===== config.mk =====
export PLATFORM = sky130hd
export DESIGN_NAME = fdp_port_ctrl
export DESIGN_NICKNAME = d
export VERILOG_FILES = /design/src/pkg/fdp_pkg.sv /design/src/hw/fdp_port_ctrl.sv
export SDC_FILE = /design/constraint.sdc
export NUM_CORES = 1
export LEC_CHECK = 0
export ABC_AREA = 1
export BUFFER_PORTS_ARGS = -buffer_cell sky130_fd_sc_hd__buf_2
export CAP_MARGIN = 0
export CELL_PAD_IN_SITES_DETAIL_PLACEMENT = 2
export CELL_PAD_IN_SITES_GLOBAL_PLACEMENT = 2
export CORE_MARGIN = 8
export CORE_UTILIZATION = 29
export DETAILED_ROUTE_END_ITERATION = 6
export PLACE_DENSITY_LB_ADDON = 0.08
export SYNTH_ARGS = -nofsm -noshare
export SYNTH_HDL_FRONTEND = slang
export SYNTH_SLANG_ARGS = --single-unit

===== constraint.sdc =====
create_clock -name CLK -period 4.3 [get_ports CLK]
set_input_delay 1.075 -clock CLK [delete_from_list [all_inputs] [get_ports CLK]]
set_output_delay 1.075 -clock CLK [all_outputs]
set_load 0.02 [all_outputs]

===== src/pkg/fdp_pkg.sv =====
// fdp_pkg: register map, field positions, reset values and timing
// constants for the floppy drive port control block.
// assumes a 10 MHz system clock and a 32-bit AXI4-Lite register bus.
package fdp_pkg;

  // ------------------------------------------------------------------
  // clock and timing
  // ------------------------------------------------------------------
  localparam int unsigned CLK_HZ          = 10_000_000;
  localparam int unsigned CLK_NS          = 1_000_000_000 / CLK_HZ;
  // fixed-width read pulse per one-shot stage, in ns
  localparam int unsigned SHOT1_NS        = 200;
  localparam int unsigned SHOT2_NS        = 200;
  localparam logic [3:0]  SHOT1_CYC       = 4'((SHOT1_NS + CLK_NS - 1) / CLK_NS);
  localparam logic [3:0]  SHOT2_CYC       = 4'((SHOT2_NS + CLK_NS - 1) / CLK_NS);

  // ------------------------------------------------------------------
  // register offsets (byte addresses)
  // ------------------------------------------------------------------
  localparam logic [7:0] SEL_LAMP_OFS  = 8'h00;
  localparam logic [7:0] SHARED_OFS    = 8'h04;
  localparam logic [7:0] DRV_STAT_OFS  = 8'h08;
  localparam logic [7:0] HOST_OFS      = 8'h0c;
  localparam logic [7:0] PULSE_OFS     = 8'h10;
  localparam logic [7:0] IRQ_STAT_OFS  = 8'h14;
  localparam logic [7:0] IRQ_MASK_OFS  = 8'h18;

  // ------------------------------------------------------------------
  // field positions
  // ------------------------------------------------------------------
  // SEL_LAMP: [2:0] drive number (0 none, 1..4), [7:4] lamp on, [11:8] flash
  localparam int unsigned SEL_NUM_LSB  = 0;
  localparam int unsigned LAMP_LSB     = 4;
  localparam int unsigned FLASH_LSB    = 8;
  // SHARED: side, head load, step dir, precomp, write enable
  localparam int unsigned SH_SIDE      = 0;
  localparam int unsigned SH_HEAD      = 1;
  localparam int unsigned SH_STEPDIR   = 2;
  localparam int unsigned SH_PRECOMP   = 3;
  localparam int unsigned SH_WREN      = 4;
  // HOST: bit0 init latched, bit1 parity error, bit2 xfer request,
  //       bit3 cable reversed
  localparam int unsigned HS_INIT      = 0;
  localparam int unsigned HS_PAR       = 1;
  localparam int unsigned HS_XFER      = 2;
  localparam int unsigned HS_REV       = 3;
  // PULSE (write-one strobes): bit0 pulser clear, bit1 force parity err,
  //   bit2 force init, bit3 shift clear, bit4 set xfer request
  localparam int unsigned PU_CLEAR     = 0;
  localparam int unsigned PU_FPAR      = 1;
  localparam int unsigned PU_FINIT     = 2;
  localparam int unsigned PU_SCLR      = 3;
  localparam int unsigned PU_XSET      = 4;
  // IRQ: bit0 host init, bit1 index, bit2 cable reversed, bit3 parity
  localparam int unsigned IRQ_W        = 4;

  // ------------------------------------------------------------------
  // reset values and misc
  // ------------------------------------------------------------------
  localparam logic [31:0] RESET_WORD   = 32'h0000_0000;
  localparam logic [1:0]  RESP_OKAY    = 2'b00;
  localparam logic [1:0]  RESP_SLVERR  = 2'b10;
  localparam int unsigned FLASH_BIT    = 21; // ~0.2 s blink at 10 MHz

  // drive status as seen on the cable, active high inside the block
  typedef struct packed {
    logic index_sense;
    logic protect_switch_two;
    logic protect_switch_one;
    logic disk_changed;
    logic track_zero_sense;
    logic drive_ready;
    logic disk_protect;
  } fdp_status_t;

  // shared, time-multiplexed control lines
  typedef struct packed {
    logic precomp;
    logic step_direction;
    logic head_load;
    logic side_select;
  } fdp_shared_t;

endpackage


===== src/hw/fdp_port_ctrl.sv =====
// fdp_port_ctrl: controller-side drive cable logic with AXI4-Lite regs.
// assumes cable inputs already inverted to active high and synchronous
// to CLK; open-collector drivers live outside and invert the outputs.
`timescale 1ns/100ps
module fdp_port_ctrl
  import fdp_pkg::*;
(
  input  wire logic              CLK,
  input  wire logic              RST,
  // axi4-lite slave
  input  wire logic [7:0]        S_AXI_AWADDR,
  input  wire logic              S_AXI_AWVALID,
  output logic                   S_AXI_AWREADY,
  input  wire logic [31:0]       S_AXI_WDATA,
  input  wire logic [3:0]        S_AXI_WSTRB,
  input  wire logic              S_AXI_WVALID,
  output logic                   S_AXI_WREADY,
  output logic [1:0]             S_AXI_BRESP,
  output logic                   S_AXI_BVALID,
  input  wire logic              S_AXI_BREADY,
  input  wire logic [7:0]        S_AXI_ARADDR,
  input  wire logic              S_AXI_ARVALID,
  output logic                   S_AXI_ARREADY,
  output logic [31:0]            S_AXI_RDATA,
  output logic [1:0]             S_AXI_RRESP,
  output logic                   S_AXI_RVALID,
  input  wire logic              S_AXI_RREADY,
  // drive cable
  output logic [3:0]             DRIVE_SELECT,
  output logic [3:0]             DOOR_LAMP,
  output fdp_pkg::fdp_shared_t   SHARED_CTRL,
  output logic                   WRITE_GATE,
  output logic                   WRITE_DATA,
  input  wire fdp_pkg::fdp_status_t DRIVE_STATUS,
  input  wire logic              READ_DATA,
  input  wire logic              PRECOMP_SENSE,
  // bit sequencer, serial path, pll
  input  wire logic              SEQ_WRITE_GATE,
  input  wire logic              SERIAL_WRITE_DATA,
  output logic                   SEQ_INDEX_TEST,
  output logic                   SEQ_RAW_PULSE_TEST,
  output logic                   PLL_READ_PULSE,
  // host interface side
  input  wire logic              HOST_INIT,
  input  wire logic              IFACE_HAS_DATA,
  input  wire logic              PARITY_FAULT,
  output logic                   SHIFT_RESET,
  output logic                   XFER_REQUEST,
  output logic                   IRQ
);
  import fdp_pkg::*;

  // ------------------------------------------------------------------
  // register bus
  // ------------------------------------------------------------------
  logic        aw_held_r, w_held_r;
  logic [7:0]  aw_addr_r;
  logic [31:0] w_data_r;
  logic [3:0]  w_strb_r;
  logic        wr_go;
  logic        rd_go;
  logic [31:0] rd_word;
  logic        rd_hit;

  assign wr_go = aw_held_r && w_held_r && !S_AXI_BVALID;
  assign rd_go = S_AXI_ARVALID && S_AXI_ARREADY;

  always_ff @(posedge CLK or posedge RST) begin
    if (RST) begin
      aw_held_r     <= 1'b0;
      w_held_r      <= 1'b0;
      aw_addr_r     <= 8'h00;
      w_data_r      <= 32'h0000_0000;
      w_strb_r      <= 4'h0;
      S_AXI_AWREADY <= 1'b1;
      S_AXI_WREADY  <= 1'b1;
      S_AXI_BVALID  <= 1'b0;
      S_AXI_BRESP   <= RESP_OKAY;
    end else begin
      if (S_AXI_AWVALID && S_AXI_AWREADY) begin
        aw_held_r     <= 1'b1;
        aw_addr_r     <= S_AXI_AWADDR;
        S_AXI_AWREADY <= 1'b0;
      end
      if (S_AXI_WVALID && S_AXI_WREADY) begin
        w_held_r     <= 1'b1;
        w_data_r     <= S_AXI_WDATA;
        w_strb_r     <= S_AXI_WSTRB;
        S_AXI_WREADY <= 1'b0;
      end
      if (wr_go) begin
        aw_held_r    <= 1'b0;
        w_held_r     <= 1'b0;
        S_AXI_BVALID <= 1'b1;
        S_AXI_BRESP  <= (aw_addr_r <= IRQ_MASK_OFS && aw_addr_r[1:0] == 2'b00)
                        ? RESP_OKAY : RESP_SLVERR;
      end
      if (S_AXI_BVALID && S_AXI_BREADY) begin
        S_AXI_BVALID  <= 1'b0;
        S_AXI_AWREADY <= 1'b1;
        S_AXI_WREADY  <= 1'b1;
      end
    end
  end

  // only byte lane 0 and 1 carry fields; lane strobes gate the write
  logic wr_sel, wr_sh, wr_pu, wr_ist, wr_imk;
  assign wr_sel = wr_go && aw_addr_r == SEL_LAMP_OFS;
  assign wr_sh  = wr_go && aw_addr_r == SHARED_OFS   && w_strb_r[0];
  assign wr_pu  = wr_go && aw_addr_r == PULSE_OFS    && w_strb_r[0];
  assign wr_ist = wr_go && aw_addr_r == IRQ_STAT_OFS && w_strb_r[0];
  assign wr_imk = wr_go && aw_addr_r == IRQ_MASK_OFS && w_strb_r[0];

  logic pulser_clear, force_par, force_init, shift_clear_pulse, xfer_set;
  assign pulser_clear      = wr_pu && w_data_r[PU_CLEAR];
  assign force_par         = wr_pu && w_data_r[PU_FPAR];
  assign force_init        = wr_pu && w_data_r[PU_FINIT];
  assign shift_clear_pulse = wr_pu && w_data_r[PU_SCLR];
  assign xfer_set          = wr_pu && w_data_r[PU_XSET];

  // ------------------------------------------------------------------
  // select and lamp port
  // ------------------------------------------------------------------
  logic [2:0] drive_num_r;
  logic [3:0] lamp_r, flash_r;
  logic [FLASH_BIT:0] blink_r;

  always_ff @(posedge CLK or posedge RST) begin
    if (RST) begin
      drive_num_r <= 3'h0;
      lamp_r      <= 4'h0;
      flash_r     <= 4'h0;
    end else if (wr_sel) begin
      if (w_strb_r[0]) begin
        drive_num_r <= w_data_r[SEL_NUM_LSB +: 3];
        lamp_r      <= w_data_r[LAMP_LSB +: 4];
      end
      if (w_strb_r[1])
        flash_r <= w_data_r[FLASH_LSB +: 4];
    end
  end

  always_ff @(posedge CLK or posedge RST) begin
    if (RST)
      blink_r <= '0;
    else
      blink_r <= blink_r + 1'b1;
  end

  // one-hot decode: number 1..4 picks one line, anything else none
  always_ff @(posedge CLK or posedge RST) begin
    if (RST) begin
      DRIVE_SELECT <= 4'h0;
      DOOR_LAMP    <= 4'h0;
    end else begin
      unique case (drive_num_r)
        3'h1:    DRIVE_SELECT <= 4'h1;
        3'h2:    DRIVE_SELECT <= 4'h2;
        3'h3:    DRIVE_SELECT <= 4'h4;
        3'h4:    DRIVE_SELECT <= 4'h8;
        default: DRIVE_SELECT <= 4'h0;
      endcase
      // error flash blinks the faulting drive's door lamp
      DOOR_LAMP <= (lamp_r & ~flash_r)
                 | (flash_r & {4{blink_r[FLASH_BIT]}});
    end
  end

  // ------------------------------------------------------------------
  // shared port and write path
  // ------------------------------------------------------------------
  logic [4:0] shared_r;

  always_ff @(posedge CLK or posedge RST) begin
    if (RST)
      shared_r <= 5'h00;
    else if (wr_sh)
      shared_r <= w_data_r[4:0];
  end

  // shared lines only mean something to the selected drive, so they are
  // driven as-is; the drives do the qualifying
  always_ff @(posedge CLK or posedge RST) begin
    if (RST) begin
      SHARED_CTRL <= '0;
      WRITE_GATE  <= 1'b0;
      WRITE_DATA  <= 1'b0;
    end else begin
      SHARED_CTRL.side_select    <= shared_r[SH_SIDE];
      SHARED_CTRL.head_load      <= shared_r[SH_HEAD];
      SHARED_CTRL.step_direction <= shared_r[SH_STEPDIR];
      SHARED_CTRL.precomp        <= shared_r[SH_PRECOMP];
      WRITE_GATE <= shared_r[SH_WREN] && SEQ_WRITE_GATE;
      WRITE_DATA <= SERIAL_WRITE_DATA;
    end
  end

  // ------------------------------------------------------------------
  // read pulse shaping
  // ------------------------------------------------------------------
  logic       rd_prev_r;
  logic [3:0] shot1_r, shot2_r;
  logic       shot1_end;
  assign shot1_end = shot1_r == 4'h1;

  always_ff @(posedge CLK or posedge RST) begin
    if (RST) begin
      rd_prev_r <= 1'b0;
      shot1_r   <= 4'h0;
      shot2_r   <= 4'h0;
    end else begin
      rd_prev_r <= READ_DATA;
      // stage one triggers on the rising edge, stage two on stage one end
      if (READ_DATA && !rd_prev_r && shot1_r == 4'h0)
        shot1_r <= SHOT1_CYC;
      else if (shot1_r != 4'h0)
        shot1_r <= shot1_r - 4'h1;
      if (shot1_end)
        shot2_r <= SHOT2_CYC;
      else if (shot2_r != 4'h0)
        shot2_r <= shot2_r - 4'h1;
    end
  end

  always_ff @(posedge CLK or posedge RST) begin
    if (RST) begin
      PLL_READ_PULSE     <= 1'b0;
      SEQ_RAW_PULSE_TEST <= 1'b0;
      SEQ_INDEX_TEST     <= 1'b0;
    end else begin
      PLL_READ_PULSE     <= shot2_r != 4'h0;
      SEQ_RAW_PULSE_TEST <= shot2_r != 4'h0;
      SEQ_INDEX_TEST     <= DRIVE_STATUS.index_sense;
    end
  end

  // ------------------------------------------------------------------
  // host interface flags
  // ------------------------------------------------------------------
  logic init_prev_r, init_latch_r, par_err_r, xfer_r, rev_r;
  logic host_rd;
  assign host_rd = rd_go && S_AXI_ARADDR == HOST_OFS;

  always_ff @(posedge CLK or posedge RST) begin
    if (RST) begin
      init_prev_r  <= 1'b0;
      init_latch_r <= 1'b0;
    end else begin
      init_prev_r <= HOST_INIT;
      // a new edge wins over the read or the clear in the same cycle
      if ((HOST_INIT && !init_prev_r) || force_init)
        init_latch_r <= 1'b1;
      else if (pulser_clear || host_rd)
        init_latch_r <= 1'b0;
    end
  end

  always_ff @(posedge CLK or posedge RST) begin
    if (RST)
      par_err_r <= 1'b0;
    else if (PARITY_FAULT || force_par)
      par_err_r <= 1'b1;
    else if (pulser_clear)
      par_err_r <= 1'b0;
  end

  always_ff @(posedge CLK or posedge RST) begin
    if (RST)
      xfer_r <= 1'b0;
    else if (xfer_set)
      xfer_r <= 1'b1;
    else if (pulser_clear || IFACE_HAS_DATA || shift_clear_pulse)
      xfer_r <= 1'b0;
  end

  always_ff @(posedge CLK or posedge RST) begin
    if (RST) begin
      rev_r        <= 1'b0;
      SHIFT_RESET  <= 1'b0;
      XFER_REQUEST <= 1'b0;
    end else begin
      rev_r        <= !PRECOMP_SENSE;
      SHIFT_RESET  <= pulser_clear || shift_clear_pulse;
      XFER_REQUEST <= xfer_r;
    end
  end

  // ------------------------------------------------------------------
  // interrupts
  // ------------------------------------------------------------------
  logic [IRQ_W-1:0] irq_stat_r, irq_mask_r, irq_ev;
  logic             idx_prev_r, rev_prev_r, par_prev_r;

  assign irq_ev = {par_err_r && !par_prev_r,
                   rev_r && !rev_prev_r,
                   DRIVE_STATUS.index_sense && !idx_prev_r,
                   HOST_INIT && !init_prev_r};

  always_ff @(posedge CLK or posedge RST) begin
    if (RST) begin
      idx_prev_r <= 1'b0;
      rev_prev_r <= 1'b0;
      par_prev_r <= 1'b0;
      irq_stat_r <= '0;
      irq_mask_r <= '0;
      IRQ        <= 1'b0;
    end else begin
      idx_prev_r <= DRIVE_STATUS.index_sense;
      rev_prev_r <= rev_r;
      par_prev_r <= par_err_r;
      // set wins over write-one-to-clear
      irq_stat_r <= (irq_stat_r & ~({IRQ_W{wr_ist}} & w_data_r[IRQ_W-1:0]))
                  | irq_ev;
      if (wr_imk)
        irq_mask_r <= w_data_r[IRQ_W-1:0];
      IRQ <= |(irq_stat_r & irq_mask_r);
    end
  end

  // ------------------------------------------------------------------
  // read channel
  // ------------------------------------------------------------------
  always_comb begin
    rd_word = RESET_WORD;
    rd_hit  = 1'b1;
    unique case (S_AXI_ARADDR)
      SEL_LAMP_OFS: rd_word = {20'h0, flash_r, lamp_r, 1'b0, drive_num_r};
      SHARED_OFS:   rd_word = {27'h0, shared_r};
      DRV_STAT_OFS: rd_word = {25'h0, DRIVE_STATUS};
      HOST_OFS:     rd_word = {28'h0, rev_r, xfer_r, par_err_r,
                               init_latch_r};
      PULSE_OFS:    rd_word = RESET_WORD;
      IRQ_STAT_OFS: rd_word = {28'h0, irq_stat_r};
      IRQ_MASK_OFS: rd_word = {28'h0, irq_mask_r};
      default:      rd_hit  = 1'b0;
    endcase
  end

  always_ff @(posedge CLK or posedge RST) begin
    if (RST) begin
      S_AXI_ARREADY <= 1'b1;
      S_AXI_RVALID  <= 1'b0;
      S_AXI_RDATA   <= 32'h0000_0000;
      S_AXI_RRESP   <= RESP_OKAY;
    end else if (rd_go) begin
      S_AXI_ARREADY <= 1'b0;
      S_AXI_RVALID  <= 1'b1;
      S_AXI_RDATA   <= rd_word;
      S_AXI_RRESP   <= rd_hit ? RESP_OKAY : RESP_SLVERR;
    end else if (S_AXI_RVALID && S_AXI_RREADY) begin
      S_AXI_RVALID  <= 1'b0;
      S_AXI_ARREADY <= 1'b1;
    end
  end

endmodule // fdp_port_ctrl


==> flow_summary.toml <==
[logic_synthesis]
synthXorXnorAreaFrac_pct = 3.31
synth_top_family_by_area = "simple AND/OR/NAND/NOR gates"
ys_warn_count = 0
synth_fa_ha_area_share_pct = 1.13
syn_inst = 603
synth_area_sq_um = 5560
synth_cell_types = 38
async_reset_ff_share_pct = 100
synth-edff-count = 0
synth_compound_area_share_pct = 7.73
synth-main-ff-cell = "dfrtp_1"
yosys.area_share.simple_pct = 22.5
yosysSeqAreaShare_pct = 55.9
synth_area_per_cell_sq_um = 9.21
synth-seq-cells = 124
synthMuxAreaShare_pct = 0.203

[floorplanning]
initial_core_util_pct = 29.6
die_y_um = 154
dieWidth_um = 154
core_area_sq_um = 18800
io_pins = 134
dieArea_sq_um = 23800
num_rows = 50

[global_routing]
grt_first_pass_wirelength_mm = 25.9
grt_max_degree = 50
grt_pass1_vias = 4978
antenna_found_initial = 1
groute.usage.overall_pct = 13.7
overflow = 0

[clocking]
clockBufferDepth = 2
clk_latency_ns = 0.42
root_buffer = "clkbuf_16"
clock_sinks = 124
cts_resized = 0
path_clk_slew_ns = 0.06
cts_tree = "done"
htree_levels = 4
cts_made_buffers = 17
cts_setup_buffers = 0
cts_hold_buffers = 0

[timing]
fin_crit_ns = 2.19
slew_headroom_pct = 41.6
period_share_pct = 51.0
slew_viol_final = 0
setup_tns_ns = 0
finalHoldViolCount = 0
clock_skew_ns = 0.00852
setup_viol = 0
worst_pin_slew_ns = 0.874
timing.fmax_mhz = 456
rsz0062_at_grt = "no"

[final_layout]
mostFrequentLayoutCells = "153 x nand2_1, 121 x dfrtp_1, 89 x buf_2, 71 x inv_1, 48 x o21ai_0"
fin_nets = 782
final_util_pct = 36.5
mostFrequentLayoutCell = "nand2_1"
num_antenna_cells = 0
area_growth_pct = 23.2
drive_gt1_share_pct = 22.3

[status]
outcome = "finished clean"

[critical_path]
path_cells = "buf_2"
start_kind = "flop"
max_stage_delay_ns = 0.54
slowest_stage = "dfstp_2"
worst-path-buf-inv = 1
cp_data_required_time_ns = 3.22
arrival_ns = 1.12
crit_type = "reg2out"
cp-end-kind = "output pin"
path_delay_family = "flip-flops"
critPathMaxFanout = 3

[routing]
via_per_inst = 4.50
drc_errors = 0
route.detailed.wl_per_inst_um = 16.2
dr.pass1.iters = 5
wl_mm = 15.4
postRouteAntennaNets = 0
vias = 4276
drtIter0Drc = 194

[power]
powerDensity_nw_per_um2 = 600
ir_drop_v = 0.000310
p_leak_nw = 3.48

[placed_design]
dp.final_hpwl_mm = 11.7
port_buffers = 89
gp_congestion = 0.727

[worst_hold_path]
hp-class = "reg2reg"

[run]
maxCapViolCount = 0
-- Yosys cell counts (5+ instances only) --
cell type	n	area share [%]
a31oi_1	5	0.56
nand2_1	153	10
dfrtp_1	121	55
inv_1	72	4.9
nor3_1	9	0.81
nand3_1	32	2.9
ha_1	5	1.1
xnor2_1	7	1.1
buf_4	24	3.2
o21ai_0	48	4.3
nor2_1	43	2.9
nor2_4	7	1.4
xor2_1	14	2.2
a21oi_1	7	0.63
o21ai_1	5	0.45
-- metrics by stage --
stage / hold slack, ns / total power [W] / instance area (sq um) / setup WS (ns) / std cells
after global routing: 0.427 / 0.00437 / 6840 / 2.00 / 950
after CTS: 0.418 / 0.00419 / 6840 / 2.08 / 950
after global placement: 0.403 / 0.00250 / 6180 / 1.75 / 919
final: 0.413 / 0.00411 / 6840 / 2.11 / 950
after detailed placement: 0.405 / 0.00255 / 6180 / 1.73 / 919
after floorplan: 0.374 / 0.00224 / 5640 / 1.70 / 624
-- flip-flops by register name (all words and copies together), names as in the netlist, 5 cells and up --
register,flops
blink_r,22
S_AXI_RDATA,12
w_data_r,12
aw_addr_r,8
shared_r,5
-- layer usage --
metal | vias up | routed length, um | global-route usage, %
met3 | 21 | 697 | 3.73
met2 | 79 | 7930 | 24.3
met4 | 2 | 234 | 5.18
li1 | 2061 | - | -
met5 | - | 13 | 0
met1 | 2113 | 6550 | 15.5
-- worst paths after layout --
kind	from	endpoint	slack, ns	cells after the start
max	S_AXI_AWREADY	S_AXI_AWREADY	2.11	1
min	par_err_r	par_prev_r	0.41	0
max reg2reg	S_AXI_ARREADY	init_latch_r	2.44	5
min reg2reg	par_err_r	par_prev_r	0.41	0
max in group asynchronous	RST	S_AXI_WREADY	2.50	3
min in group asynchronous	RST	aw_addr_r[7]	0.82	2
-- layout make-up --
type / count / area, sq um
Tap cell: 234 / 293
Timing Repair Buffer: 92 / 480
Sequential cell: 124 / 3110
Clock inverter: 6 / 155
Multi-Input combinational cell: 395 / 2020
Clock buffer: 25 / 505
Inverter: 74 / 282
Fill cell: 2115 / 11900
-- logic make-up after synthesis --
group                    after synthesis
AND/OR/NAND/NOR                      269
adder cells (fa/ha/maj)                5
flip-flops                           124
other                                  1
buffers and inverters                105
AO/OA/AOI/OAI                         77
multiplexers                           1
XOR/XNOR                              21
-- power breakdown --
group          switching [W]  total [W]  internal [W]
logic               0.000598   0.000877      0.000279
clock network       0.000507    0.00161       0.00110
registers           0.000182    0.00162       0.00144
Note: power is estimated with default switching activity, not from simulation.
